==> config.mk <==
export PLATFORM = sky130hd
export DESIGN_NAME = cfd_clock_ctrl
export DESIGN_NICKNAME = d
export VERILOG_FILES = /design/src/cfd_pkg.sv /design/src/cfd_clock_ctrl.sv /design/src/cfd_edge_watch.sv
export SDC_FILE = /design/constraint.sdc
export NUM_CORES = 1
export LEC_CHECK = 0
export BUFFER_PORTS_ARGS = -buffer_cell sky130_fd_sc_hd__buf_4
export CORE_UTILIZATION = 53
export CTS_CLUSTER_DIAMETER = 60
export CTS_CLUSTER_SIZE = 30
export DETAILED_ROUTE_END_ITERATION = 8
export PLACE_DENSITY_LB_ADDON = 0.25
export SYNTH_ARGS = -nofsm -noshare
export SYNTH_HDL_FRONTEND = slang
export SYNTH_SLANG_ARGS = --single-unit
==> constraint.sdc <==
create_clock -name mclk -period 2.2 [get_ports mclk]
set_input_delay 0.66 -clock mclk [delete_from_list [all_inputs] [get_ports mclk]]
set_output_delay 0.66 -clock mclk [all_outputs]
set_load 0.1 [all_outputs]
==> src/cfd_pkg.sv <==
// constants and types for the clock failure block
// ===========================================================================
// ===========================================================================
package cfd_pkg;

    // ======================================================================
    // register offsets (byte addresses on the apb bus)
    localparam logic [7:0] CFD_OFS_CTRL   = 8'h00; // oscillator_control_reg
    localparam logic [7:0] CFD_OFS_STATUS = 8'h04; // sticky events, w1c
    localparam logic [7:0] CFD_OFS_MASK   = 8'h08; // interrupt mask
    localparam logic [7:0] CFD_OFS_STATE  = 8'h0C; // live state, read only

    // ======================================================================
    // clock source codes for clock_source_select
    localparam logic [1:0] CFD_SRC_IPO  = 2'h0; // internal_precision_osc
    localparam logic [1:0] CFD_SRC_XTAL = 2'h1; // crystal oscillator
    localparam logic [1:0] CFD_SRC_WDT  = 2'h2; // watchdog oscillator
    localparam logic [1:0] CFD_SRC_EXT  = 2'h3; // external clock pin

    // ======================================================================
    // control register layout, bit 7 down to bit 0
    typedef struct packed {
        logic       ipo_en;                 // internal_precision_osc on
        logic       xtal_en;                // crystal oscillator on
        logic       wdtosc_en;              // watchdog oscillator on
        logic       spare;                  // reads zero
        logic       sysosc_fail_detect_en;  // primary detector on
        logic       wdtosc_fail_detect_en;  // watchdog detector on
        logic [1:0] clock_source_select;    // wanted source
    } cfd_ctrl_type;

    // event layout shared by status and mask
    typedef struct packed {
        logic wdt_fail;                     // watchdog oscillator died
        logic sys_fail;                     // primary oscillator died
    } cfd_evt_type;

    // values after reset
    localparam logic [7:0] CFD_CTRL_RST = 8'hA0; // ipo and wdt osc on
    localparam logic [1:0] CFD_EVT_RST  = 2'h0;

    // ======================================================================
    // timing
    localparam int CFD_CLK_PERIOD_NS   = 50;      // mclk at 20 MHz
    localparam int CFD_SYS_FAIL_KHZ    = 1;       // primary floor frequency
    localparam int CFD_SYS_FAIL_NS     = 1000000 / CFD_SYS_FAIL_KHZ;
    // longest tolerated gap between edges, rounded down
    localparam int CFD_SYS_FAIL_CYCLES = CFD_SYS_FAIL_NS / CFD_CLK_PERIOD_NS;
    localparam int CFD_WDT_FAIL_CYCLES = 8004;    // mclk cycles, no wdt edge
    localparam logic [2:0] CFD_GAP_CYCLES = 3'h4; // all gates off on switch

endpackage

==> src/cfd_clock_ctrl.sv <==
// clock source select with failure detection, recovery and apb registers
`timescale 1ns/1ns
`default_nettype none
module cfd_clock_ctrl
    import cfd_pkg::*;
#(
    parameter int SYS_FAIL_CYCLES = CFD_SYS_FAIL_CYCLES, // primary gap limit
    parameter int WDT_FAIL_CYCLES = CFD_WDT_FAIL_CYCLES  // watchdog gap limit
) (
    // clock and reset
    input  wire logic        mclk,
    input  wire logic        rst_b,
    // apb slave
    input  wire logic        psel,
    input  wire logic        penable,
    input  wire logic        pwrite,
    input  wire logic [7:0]  paddr,
    input  wire logic [31:0] pwdata,
    output logic             pready,
    output logic [31:0]      prdata,
    output logic             pslverr,
    // oscillator clocks seen as pins, asynchronous
    input  wire logic        ipo_clk_pin,
    input  wire logic        xtal_clk_pin,
    input  wire logic        wdt_clk_pin,
    input  wire logic        ext_clk_pin,
    // oscillator enables
    output logic             ipo_en,
    output logic             xtal_en,
    output logic             wdtosc_en,
    // one-hot clock gates, index by source code
    output logic [3:0]       clk_gate,
    // events
    output logic             nmi,
    output logic             irq
);
    // ======================================================================
    // declarations

    // pin synchroniser, stage one read only by stage two
    logic [3:0]   sync1_q;                   // first stage
    logic [3:0]   sync2_q;                   // second stage, safe to read

    // registers
    cfd_ctrl_type ctrl_q, ctrl_d;            // oscillator_control_reg
    cfd_evt_type  stat_q, stat_d;            // sticky events
    cfd_evt_type  mask_q, mask_d;            // interrupt mask
    logic         recov_q, recov_d;          // forced onto watchdog osc
    logic         wfail_q, wfail_d;          // watchdog osc failed once

    // bus answer
    logic         pready_q, pready_d;
    logic [31:0]  prdata_q, prdata_d;
    logic         pslverr_q, pslverr_d;
    logic         irq_q, irq_d;
    logic         nmi_q, nmi_d;

    // switch sequencer
    typedef enum logic [1:0] {
        ST_RUN = 2'b01,                      // one gate on
        ST_GAP = 2'b10                       // all gates off
    } cfd_sw_type;
    cfd_sw_type   sw_q, sw_d;
    logic [1:0]   act_q, act_d;              // source now driving
    logic [2:0]   gap_q, gap_d;              // gap countdown
    logic [3:0]   gate_q, gate_d;            // gate outputs

    // detector wiring
    logic         sys_fail;                  // primary failure pulse
    logic         wdt_fail;                  // watchdog failure pulse
    logic         sys_watch_en;
    logic         sys_sample;
    logic [1:0]   target;                    // source wanted now
    logic         wr_ok;                     // write takes effect now
    logic         rd_first;                  // first access cycle

    // refuse limits below twice the gap length
    if (SYS_FAIL_CYCLES < 8 || WDT_FAIL_CYCLES < 8) begin : g_chk
        $error("cfd_clock_ctrl: failure limits too small");
    end

    // ======================================================================
    // helpers

    // decode an offset into a read value
    function automatic logic [31:0] rd_mux(input logic [7:0] a,
                                           input cfd_ctrl_type c,
                                           input cfd_evt_type s,
                                           input cfd_evt_type m,
                                           input logic [1:0] act,
                                           input logic rc,
                                           input logic wf);
        logic [31:0] v;
        v = 32'h0000_0000;
        case (a)
            CFD_OFS_CTRL:   v = {24'h00_0000, c};
            CFD_OFS_STATUS: v = {30'h0000_0000, s};
            CFD_OFS_MASK:   v = {30'h0000_0000, m};
            CFD_OFS_STATE:  v = {28'h000_0000, wf, rc, act};
            default:        v = 32'h0000_0000;
        endcase
        return v;
    endfunction

    // is the offset one of ours
    function automatic logic hit(input logic [7:0] a);
        return (a == CFD_OFS_CTRL) || (a == CFD_OFS_STATUS) ||
               (a == CFD_OFS_MASK) || (a == CFD_OFS_STATE);
    endfunction

    // ======================================================================
    // synchroniser for the four oscillator pins
    always_ff @(posedge mclk) begin
        if (!rst_b) begin
            sync1_q <= 4'h0;
            sync2_q <= 4'h0;
        end else begin
            sync1_q <= {ext_clk_pin, wdt_clk_pin, xtal_clk_pin, ipo_clk_pin};
            sync2_q <= sync1_q;
        end
    end

    // ======================================================================
    // failure detectors

    // primary watch sees the gated active clock, so a switch with the
    // detector left on can look like a dead clock during the gap
    // no suppression while switching
    assign sys_watch_en = ctrl_q.sysosc_fail_detect_en && !wfail_q &&
                          !recov_q && (act_q != CFD_SRC_WDT);
    assign sys_sample   = sync2_q[act_q] & gate_q[act_q];

    cfd_edge_watch #(
        .LIMIT  (SYS_FAIL_CYCLES)
    ) u_sys_watch (
        .mclk   (mclk),
        .rst_b  (rst_b),
        .en     (sys_watch_en),
        .sample (sys_sample),
        .fail_q (sys_fail)
    );

    cfd_edge_watch #(
        .LIMIT  (WDT_FAIL_CYCLES)
    ) u_wdt_watch (
        .mclk   (mclk),
        .rst_b  (rst_b),
        .en     (ctrl_q.wdtosc_fail_detect_en),
        .sample (sync2_q[CFD_SRC_WDT]),
        .fail_q (wdt_fail)
    );

    // ======================================================================
    // apb timing: access phase lasts two cycles, write at the pready edge
    assign rd_first = psel && penable && !pready_q;
    assign wr_ok    = psel && penable && pready_q && pwrite && hit(paddr);

    // ======================================================================
    // register next values
    always_comb begin
        ctrl_d  = ctrl_q;
        stat_d  = stat_q;
        mask_d  = mask_q;
        recov_d = recov_q;
        wfail_d = wfail_q;
        // software writes
        if (wr_ok) begin
            case (paddr)
                CFD_OFS_CTRL: begin
                    ctrl_d       = cfd_ctrl_type'(pwdata[7:0]);
                    ctrl_d.spare = 1'b0;
                    // enables accepted with any select
                    // a control write hands control back to software, unless a primary failure with wdtosc_en set lands in the same cycle
                    recov_d      = 1'b0;
                end
                CFD_OFS_STATUS: begin
                    // write one to clear
                    stat_d = stat_q & ~cfd_evt_type'(pwdata[1:0]);
                end
                CFD_OFS_MASK: begin
                    mask_d = cfd_evt_type'(pwdata[1:0]);
                end
                default: begin
                    // state register is read only
                end
            endcase
        end
        // primary failure event, set beats clear
        if (sys_fail) begin
            stat_d.sys_fail = 1'b1;
            if (ctrl_q.wdtosc_en) begin
                recov_d = 1'b1;
            end
        end
        if (wdt_fail) begin
            stat_d.wdt_fail = 1'b1;
            wfail_d         = 1'b1;
        end
    end

    // registers only
    always_ff @(posedge mclk) begin
        if (!rst_b) begin
            ctrl_q  <= cfd_ctrl_type'(CFD_CTRL_RST);
            stat_q  <= cfd_evt_type'(CFD_EVT_RST);
            mask_q  <= cfd_evt_type'(CFD_EVT_RST);
            recov_q <= 1'b0;
            wfail_q <= 1'b0;
        end else begin
            ctrl_q  <= ctrl_d;
            stat_q  <= stat_d;
            mask_q  <= mask_d;
            recov_q <= recov_d;
            wfail_q <= wfail_d;
        end
    end

    // ======================================================================
    // bus answer and event outputs, next values
    always_comb begin
        pready_d  = rd_first;
        prdata_d  = prdata_q;
        pslverr_d = 1'b0;
        if (rd_first) begin
            // read data fixed on the first access cycle
            prdata_d  = pwrite ? 32'h0000_0000 :
                        rd_mux(paddr, ctrl_q, stat_q, mask_q, act_q,
                               recov_q, wfail_q);
            // unmapped offsets answer with an error
            pslverr_d = !hit(paddr);
        end
        // nmi ignores the mask; irq is the masked copy
        nmi_d = |stat_d;
        irq_d = |(stat_d & mask_d);
    end

    // registers only
    always_ff @(posedge mclk) begin
        if (!rst_b) begin
            pready_q  <= 1'b0;
            prdata_q  <= 32'h0000_0000;
            pslverr_q <= 1'b0;
            nmi_q     <= 1'b0;
            irq_q     <= 1'b0;
        end else begin
            pready_q  <= pready_d;
            prdata_q  <= prdata_d;
            pslverr_q <= pslverr_d;
            nmi_q     <= nmi_d;
            irq_q     <= irq_d;
        end
    end

    // ======================================================================
    // switch sequencer
    // recovery overrides the select
    assign target = recov_q ? CFD_SRC_WDT : ctrl_q.clock_source_select;

    // gates drop together, stay low for a gap, then the new one rises;
    // the cells behind clk_gate retime on their own clock low phase
    always_comb begin
        sw_d   = sw_q;
        act_d  = act_q;
        gap_d  = gap_q;
        gate_d = gate_q;
        case (sw_q)
            ST_RUN: begin
                if (target != act_q) begin
                    sw_d   = ST_GAP;
                    gate_d = 4'h0;
                    gap_d  = CFD_GAP_CYCLES;
                end
            end
            ST_GAP: begin
                if (gap_q > 3'h1) begin
                    gap_d = gap_q - 3'h1;
                end else begin
                    // new target taken at the end of the gap
                    sw_d   = ST_RUN;
                    act_d  = target;
                    gate_d = 4'h1 << target;
                end
            end
            default: begin
                sw_d   = ST_RUN;
                gate_d = 4'h0;
            end
        endcase
    end

    // registers only
    always_ff @(posedge mclk) begin
        if (!rst_b) begin
            sw_q   <= ST_RUN;
            act_q  <= CFD_SRC_IPO;
            gap_q  <= 3'h0;
            gate_q <= 4'h1;
        end else begin
            sw_q   <= sw_d;
            act_q  <= act_d;
            gap_q  <= gap_d;
            gate_q <= gate_d;
        end
    end

    // ======================================================================
    // outputs, all from flip-flops
    assign pready    = pready_q;
    assign prdata    = prdata_q;
    assign pslverr   = pslverr_q;
    assign ipo_en    = ctrl_q.ipo_en;
    assign xtal_en   = ctrl_q.xtal_en;
    assign wdtosc_en = ctrl_q.wdtosc_en;
    assign clk_gate  = gate_q;
    assign nmi       = nmi_q;
    assign irq       = irq_q;

endmodule
`default_nettype wire

==> src/cfd_edge_watch.sv <==
// edge watchdog: counts mclk cycles between edges of a sampled clock
`timescale 1ns/1ns
`default_nettype none
module cfd_edge_watch #(
    parameter int LIMIT = 8004               // cycles without edge = failure
) (
    // clock and reset
    input  wire logic mclk,
    input  wire logic rst_b,
    // watched signal, already synchronised
    input  wire logic en,
    input  wire logic sample,
    // one-cycle failure pulse
    output logic      fail_q
);
    localparam int W = $clog2(LIMIT + 1);

    // refuse limits the counter cannot serve
    if (LIMIT < 2) begin : g_chk
        $error("cfd_edge_watch: LIMIT must be at least 2");
    end

    logic         prev_q;                    // last sample, for edge detect
    logic         prev_d;
    logic [W-1:0] cnt_q;                     // cycles since last edge
    logic [W-1:0] cnt_d;
    logic         fail_d;
    logic         done_q;                    // fired, waits for an edge
    logic         done_d;

    // next-state: restart on edge, fire once at the limit
    always_comb begin
        prev_d = sample;
        cnt_d  = cnt_q;
        fail_d = 1'b0;
        done_d = done_q;
        if (!en) begin
            // disabled detector holds at zero
            cnt_d  = '0;
            done_d = 1'b0;
        end else if (sample != prev_q) begin
            cnt_d  = '0;
            done_d = 1'b0;
        end else if (!done_q) begin
            if (cnt_q == W'(LIMIT - 1)) begin
                fail_d = 1'b1;
                done_d = 1'b1;
            end else begin
                cnt_d = cnt_q + W'(1);
            end
        end
    end

    // registers only
    always_ff @(posedge mclk) begin
        if (!rst_b) begin
            prev_q <= 1'b0;
            cnt_q  <= '0;
            fail_q <= 1'b0;
            done_q <= 1'b0;
        end else begin
            prev_q <= prev_d;
            cnt_q  <= cnt_d;
            fail_q <= fail_d;
            done_q <= done_d;
        end
    end
endmodule
`default_nettype wire

---- After elaboration in Yosys (flattened, before gate mapping) ----
Cells that the tools add are included.
operators by class
  add/sub/neg operators ................... 3
  $lt $le $gt $ge ......................... 2
  equality and inequality tests ........... 14
  shift-type cells ........................ 1
  multiplexer cells ....................... 30
  bitwise operators ....................... 12
  reduce and logical (&&, ||, !) cells .... 30
operator list
  operator                                       count
  two-way mux 32 bit                             1
  one-hot mux 8 bit (4 select lines)             1
  == test 8 x 4 -> 1 bit, second input constant  2
  adder 15 x 1 -> 15 bit, second input constant  1
  == test 15 bit, second input constant          1
  two-way mux 2 bit                              7
  adder 13 x 1 -> 13 bit, second input constant  1
  == test 13 bit, second input constant          1
  two-way mux 1 bit                              12
  AND reduction 2 bit                            6
  == test 8 x 3 -> 1 bit, second input constant  1
  logical AND 1 bit                              8
  logical NOT 8 bit                              1
  two-way mux 4 bit                              2
  != test 2 bit, second input constant           4
  inverter 1 bit                                 8
  one-hot mux 4 bit (2 select lines)             1
  OR reduction 4 bit                             2
  two-way mux 3 bit                              2
  one-hot mux 3 bit (2 select lines)             1
  OR reduction 3 bit                             2
  AND 2 bit                                      2
  binary-select mux 1 bit (select 2 bit)         2
  logical NOT 1 bit                              4
  15 further kinds                               19
word-level totals
  bits in registers ....................... 102
  input port bits ......................... 49

---- Depth between registers and ports, before layout ----
  depth in word-level cells ............... 9
  mapped depth ............................ 6
  mapped depth without buffers ............ 6

---- Modules after synthesis ----
From an unflattened synthesis, not the netlist that was laid out.
unflattened totals
  cells, all modules ...................... 403
  area, all modules ....................... 3667.3 um^2
modules (own cells, without submodules)
  module                         instances  cells each  area each (um^2)
  cfd_clock_ctrl                 1          226         2082.0
  cfd_edge_watch at u_sys_watch  1          92          840.8
  cfd_edge_watch at u_wdt_watch  1          85          744.5

---- Worst setup path after synthesis ----
OpenSTA, ideal clock, no wires.
  kind .................................... register -> register
  from .................................... register gate_q[1] (netlist: clk_gate[1])
  to ...................................... register u_sys_watch.cnt_q[10]
  setup time .............................. 132 ps
  arrival time ............................ 2120 ps
  required time ........................... 2068 ps
  slack ................................... -52 ps
  cell stages (with the launch flop) ...... 6
  buffers on the path ..................... 1
  path through ............................ dfxtp_1 -> and3_1 -> nor3_1 -> o31ai_2 -> clkbuf_1 -> nor3_1
on the way
  cells in the longest elaborated chain, start to end .. 5
RTL lines
  element                                  RTL line               source
  start, declared                          cfd_clock_ctrl.sv:66   logic [3:0] gate_q, gate_d;
  start signal, assigned                   cfd_clock_ctrl.sv:302  gate_q <= gate_d;
  binary-select mux 1 bit (select 2 bit)   cfd_clock_ctrl.sv:131  assign sys_sample = sync2_q[act_q] & gate_q[act_q];
  two-way mux 1 bit (not written as such)  cfd_clock_ctrl.sv:131
  AND 1 bit                                cfd_clock_ctrl.sv:131
  != test 1 bit                            cfd_edge_watch.sv:41   end else if (sample != prev_q) begin
  OR reduction 3 bit (no source line)      -
  end signal, assigned                     cfd_edge_watch.sv:63   cnt_q <= cnt_d;
  end, declared                            cfd_edge_watch.sv:25   logic [W-1:0] cnt_q;
Every way passes these cells. The select of a mux whose other input is x is not followed.
A chain may end at the register's enable or synchronous reset.

---- Final worst setup path ----
  from .................................... register u_sys_watch.cnt_q[0]
  to ...................................... register u_sys_watch.cnt_q[3]
on the way
  cells in the longest elaborated chain, start to end .. 3
  elaborated cells between the ends (all ways) .. 4
  classes of those cells .................. add/sub: 1; eq/ne: 1; bitwise: 1; reduce/logical: 1
RTL lines
  element
  parallel branches: the longest is 3 deep, another holds adder 15 x 1 -> 15 bit
Several ways; the timed one is not identified.

==> key figures <==
Setup path
  • Register-to-Register Setup Slack: 0.27 ns
  • Required time of the worst setup path: 2.46 ns
  • RR Endpoint: u_sys_watch.cnt_q[3]
  • Critical Path Fanout Max: 6
  • Crit path launch type: register
  • Worst Setup End Kind: register
  • Arr. time, crit path: 2.20 ns
  • Worst R2R Path Depth: 5
  • CP cell instances: ha_1, nand3_1, or4_4, and3_1, nor4_2
  • Class of the most critical setup path: reg2reg
  • Launch point of the worst reg-to-reg path: u_sys_watch.cnt_q[0]
  • Slowest cell delay on critical path: 0.63 ns
  • Slowest stage cell on the critical path: sky130_fd_sc_hd__or4_4

Floorplanning
  • Number of core rows: 29
  • Die H: 83.4 um
  • Die X-Extent: 83.4 um
  • Die area: 6960 sq um
  • Core region area: 6390 sq um
  • Number of ports placed on the die boundary: 92
  • Starting utilization of the core area: 55.1%

Yosys
  • Most numerous cell types in the synthesized netlist: 77 x sky130_fd_sc_hd__dfxtp_1, 39 x sky130_fd_sc_hd__nor2_1, 25 x sky130_fd_sc_hd__buf_4
  • Mean instance size in the synthesized netlist: 9.13 sq um
  • Cells taking the most area after synthesis: sky130_fd_sc_hd__dfxtp_1 44%, sky130_fd_sc_hd__buf_4 5.3%, sky130_fd_sc_hd__xnor2_1 4.2%, sky130_fd_sc_hd__nor2_1 4.2%, sky130_fd_sc_hd__mux2i_1 3.7%
  • Number of enable flip-flop cells after synthesis: 0
  • Cell area after synthesis: 3520 sq um
  • Most instantiated library cell after synthesis: sky130_fd_sc_hd__dfxtp_1
  • Proportion of synthesized flip-flops having asynchronous set or reset: 0%
  • Number of cells produced by synthesis: 385
  • Cell taking the most area after synthesis: sky130_fd_sc_hd__dfxtp_1
  • Sequential share of the synthesized area: 43.8%
  • Post-synthesis sequential element count: 77
  • Post-synthesis cell type count: 55
  • Synth warnings: 0
  • Top cell type's share of synthesized area: 43.8%
  • Primary FF master, synth: sky130_fd_sc_hd__dfxtp_1

Pwr
  • PnR Total Power: 2.84 mW
  • Power per standard cell area: 696 nW/um^2
  • Maximum vdd drop: 457 uV
  • Static leakage power: 1.62 nW

Timing
  • Max frequency: 517 MHz
  • RSZ-0062 raised after global routing: false
  • Worst Skew: 0.00591 ns
  • Normalized max-slew margin: 56.0%
  • Worst Tran Pin Value: 0.654 ns
  • Max-slew violation count: 0
  • Sum of negative setup slack: 0 ns
  • Number of hold violations in the final report: 0
  • Post-route clock period utilization: 87.9%
  • Minimum period implied by the final worst setup slack: 1.93 ns
  • Total setup violations reported at the end of the flow: 0

Cells and area
  • Non-filler cells in the finished layout: 517
  • Count of filler cells inserted in the layout: 522
  • Synthesis-to-layout area growth: 16.0%
  • Fraction of final layout cells with drive strength greater than 1: 18.2%
  • Nets: 488
  • Number of antenna diodes: 0
  • Layout Utilization: 63.9%
  • Post-layout instance area: 4080 sq um

Hold path
  • Hold WC Path Type: reg2reg
  • Hold path endpoint: sync2_q[0]
  • Hold path cells: 1
  • Launch point of the worst hold path: sync1_q[0]

Clocking
  • Buffer levels on the longest clock path: 2
  • Number of buffers created by CTS: 9
  • CTS tree: done
  • Clock transition at the registers of the reported paths: 0.08 ns
  • Gates resized, CTS repair: 0
  • Source-to-sink clock delay at the later pin of the worst-skew pair: 0.35 ns
  • Clock Root Buffer: sky130_fd_sc_hd__clkbuf_8
  • Sinks on Clock Net: 77
  • Hold bufs inserted after CTS: 0
  • Post-CTS repair timing setup buffer count: 0
  • CTS H-Tree Depth: 3

Placement
  • Count of input and output buffers: 41
  • Placer Congestion: 0.774
  • Detailed placement HPWL: 4.80 mm
  • Post-DP Area: 3860 sq um
  • Placed insts: 501

Drt
  • Post-DRT Antenna Nets: 0
  • Via/cell ratio: 5.45
  • Count of routing violations after the opening detailed-route iteration: 118
  • Post-DR wirelength/cell: 13.3 um
  • Detailed Routing Iterations Pass 1: 4
  • Wire length reported by the detailed router: 6.85 mm
  • Total vias in the final route: 2820
  • DRC viols: 0

Run
  • Max Cap Viol: 0

Global routing
  • Antenna violations before repair: 0
  • Total congestion overflow after global routing: 0
  • Pin count of the biggest net entering global routing: 27
  • Vias in the first global route: 2604
  • Wire length of the first global-routing pass: 11.8 mm
  • Overall fraction of global-route tracks in use: 20.8%

Status
  • Run status: finished clean
==> per-stage QoR <==
step,worst slack [ns],hold WS [ns]
after global placement,0.281,0.415
after CTS,0.271,0.440
after floorplan,0.0917,0.412
after detailed placement,0.255,0.426
final,0.267,0.434
after global routing,0.115,0.470
==> power breakdown <==
group / total [mW] / internal (mW) / switching, mW
registers: 1.40 / 1.40 / 0.00356
logic: 0.285 / 0.0457 / 0.239
clock network: 1.15 / 0.632 / 0.518
==> cell usage in the layout, fill, tap and decap left out, drive strengths merged, types with 5 or more instances in the layout <==
master / Yosys / routed
dfxtp: 77 / 77
buf: 26 / 53
nor2: 39 / 39
conb: 1 / 25
nor3: 23 / 23
nand2: 18 / 18
xnor2: 17 / 17
inv: 15 / 15
nor4: 14 / 14
mux2i: 13 / 13
nand3: 13 / 13
and2: 10 / 10
clkbuf: 12 / 9
a211oi: 7 / 7
o21ai: 7 / 7
nand4: 6 / 6
nand2b: 6 / 6
nor2b: 6 / 6
a22oi: 5 / 5
and3: 5 / 5
or3: 5 / 5
==> state kept, by name (all words and copies together), names as in the netlist, 2 cells and up <==
register,cells
u_sys_watch.cnt_q,15
clk_gate,4
gap_q,3
u_wdt_watch.cnt_q,13
ctrl_q,4
sync2_q,4
sync1_q,4
act_q,2
prdata,7
stat_q,2
sw_q,2
mask_q,2
==> worst max-delay path, delay by kind of cell, from the launching register on <==
family / cells / cell delay (ns)
simple gates: 4 / 1.23
fa+ha+maj: 1 / 0.22
flops: 1 / 0.40
==> cells by family after synthesis <==
family	after synthesis	synth area share [%]
AOI/OAI and AO/OA	50	10.6
xor gates and xnor gates	19	4.73
adders and majority gates	4	1.42
buffers and inverters	53	8.36
DFF	77	43.8
muxes	15	4.98
other	1	0.107
and+or+nand+nor	166	25.9
==> worst max-delay path by stage <==
stage                               startpoint                    to
after global placement                paddr[1]                   irq
after global routing                  gap_q[1]           clk_gate[0]
after floorplan                         pready             wdtosc_en
after detailed placement              paddr[1]                   irq
final                     u_sys_watch.cnt_q[0]  u_sys_watch.cnt_q[3]
after CTS                 u_sys_watch.cnt_q[0]  u_sys_watch.cnt_q[3]
==> cell type report <==
cell class,instances,area (sq um),area share (%)
Clock buffer,9,124,3.04
Clock inverter,7,90.1,2.21
Inverter,15,56.3,1.38
Multi-Input combinational cell,279,1770,43.4
Sequential cell,77,1540,37.9
Tap cell,77,96.3,2.36
Timing Repair Buffer,53,398,9.75
==> routing by layer <==
metal / up-vias / routed length (um) / global-route usage (%)
met5: - / 0 / 0
met3: 9 / 256 / 4.67
met4: 0 / 108 / 8.63
met1: 1324 / 3240 / 27.8
li1: 1434 / - / -
met2: 53 / 3250 / 32.7
(Power assumes the default switching activity.)
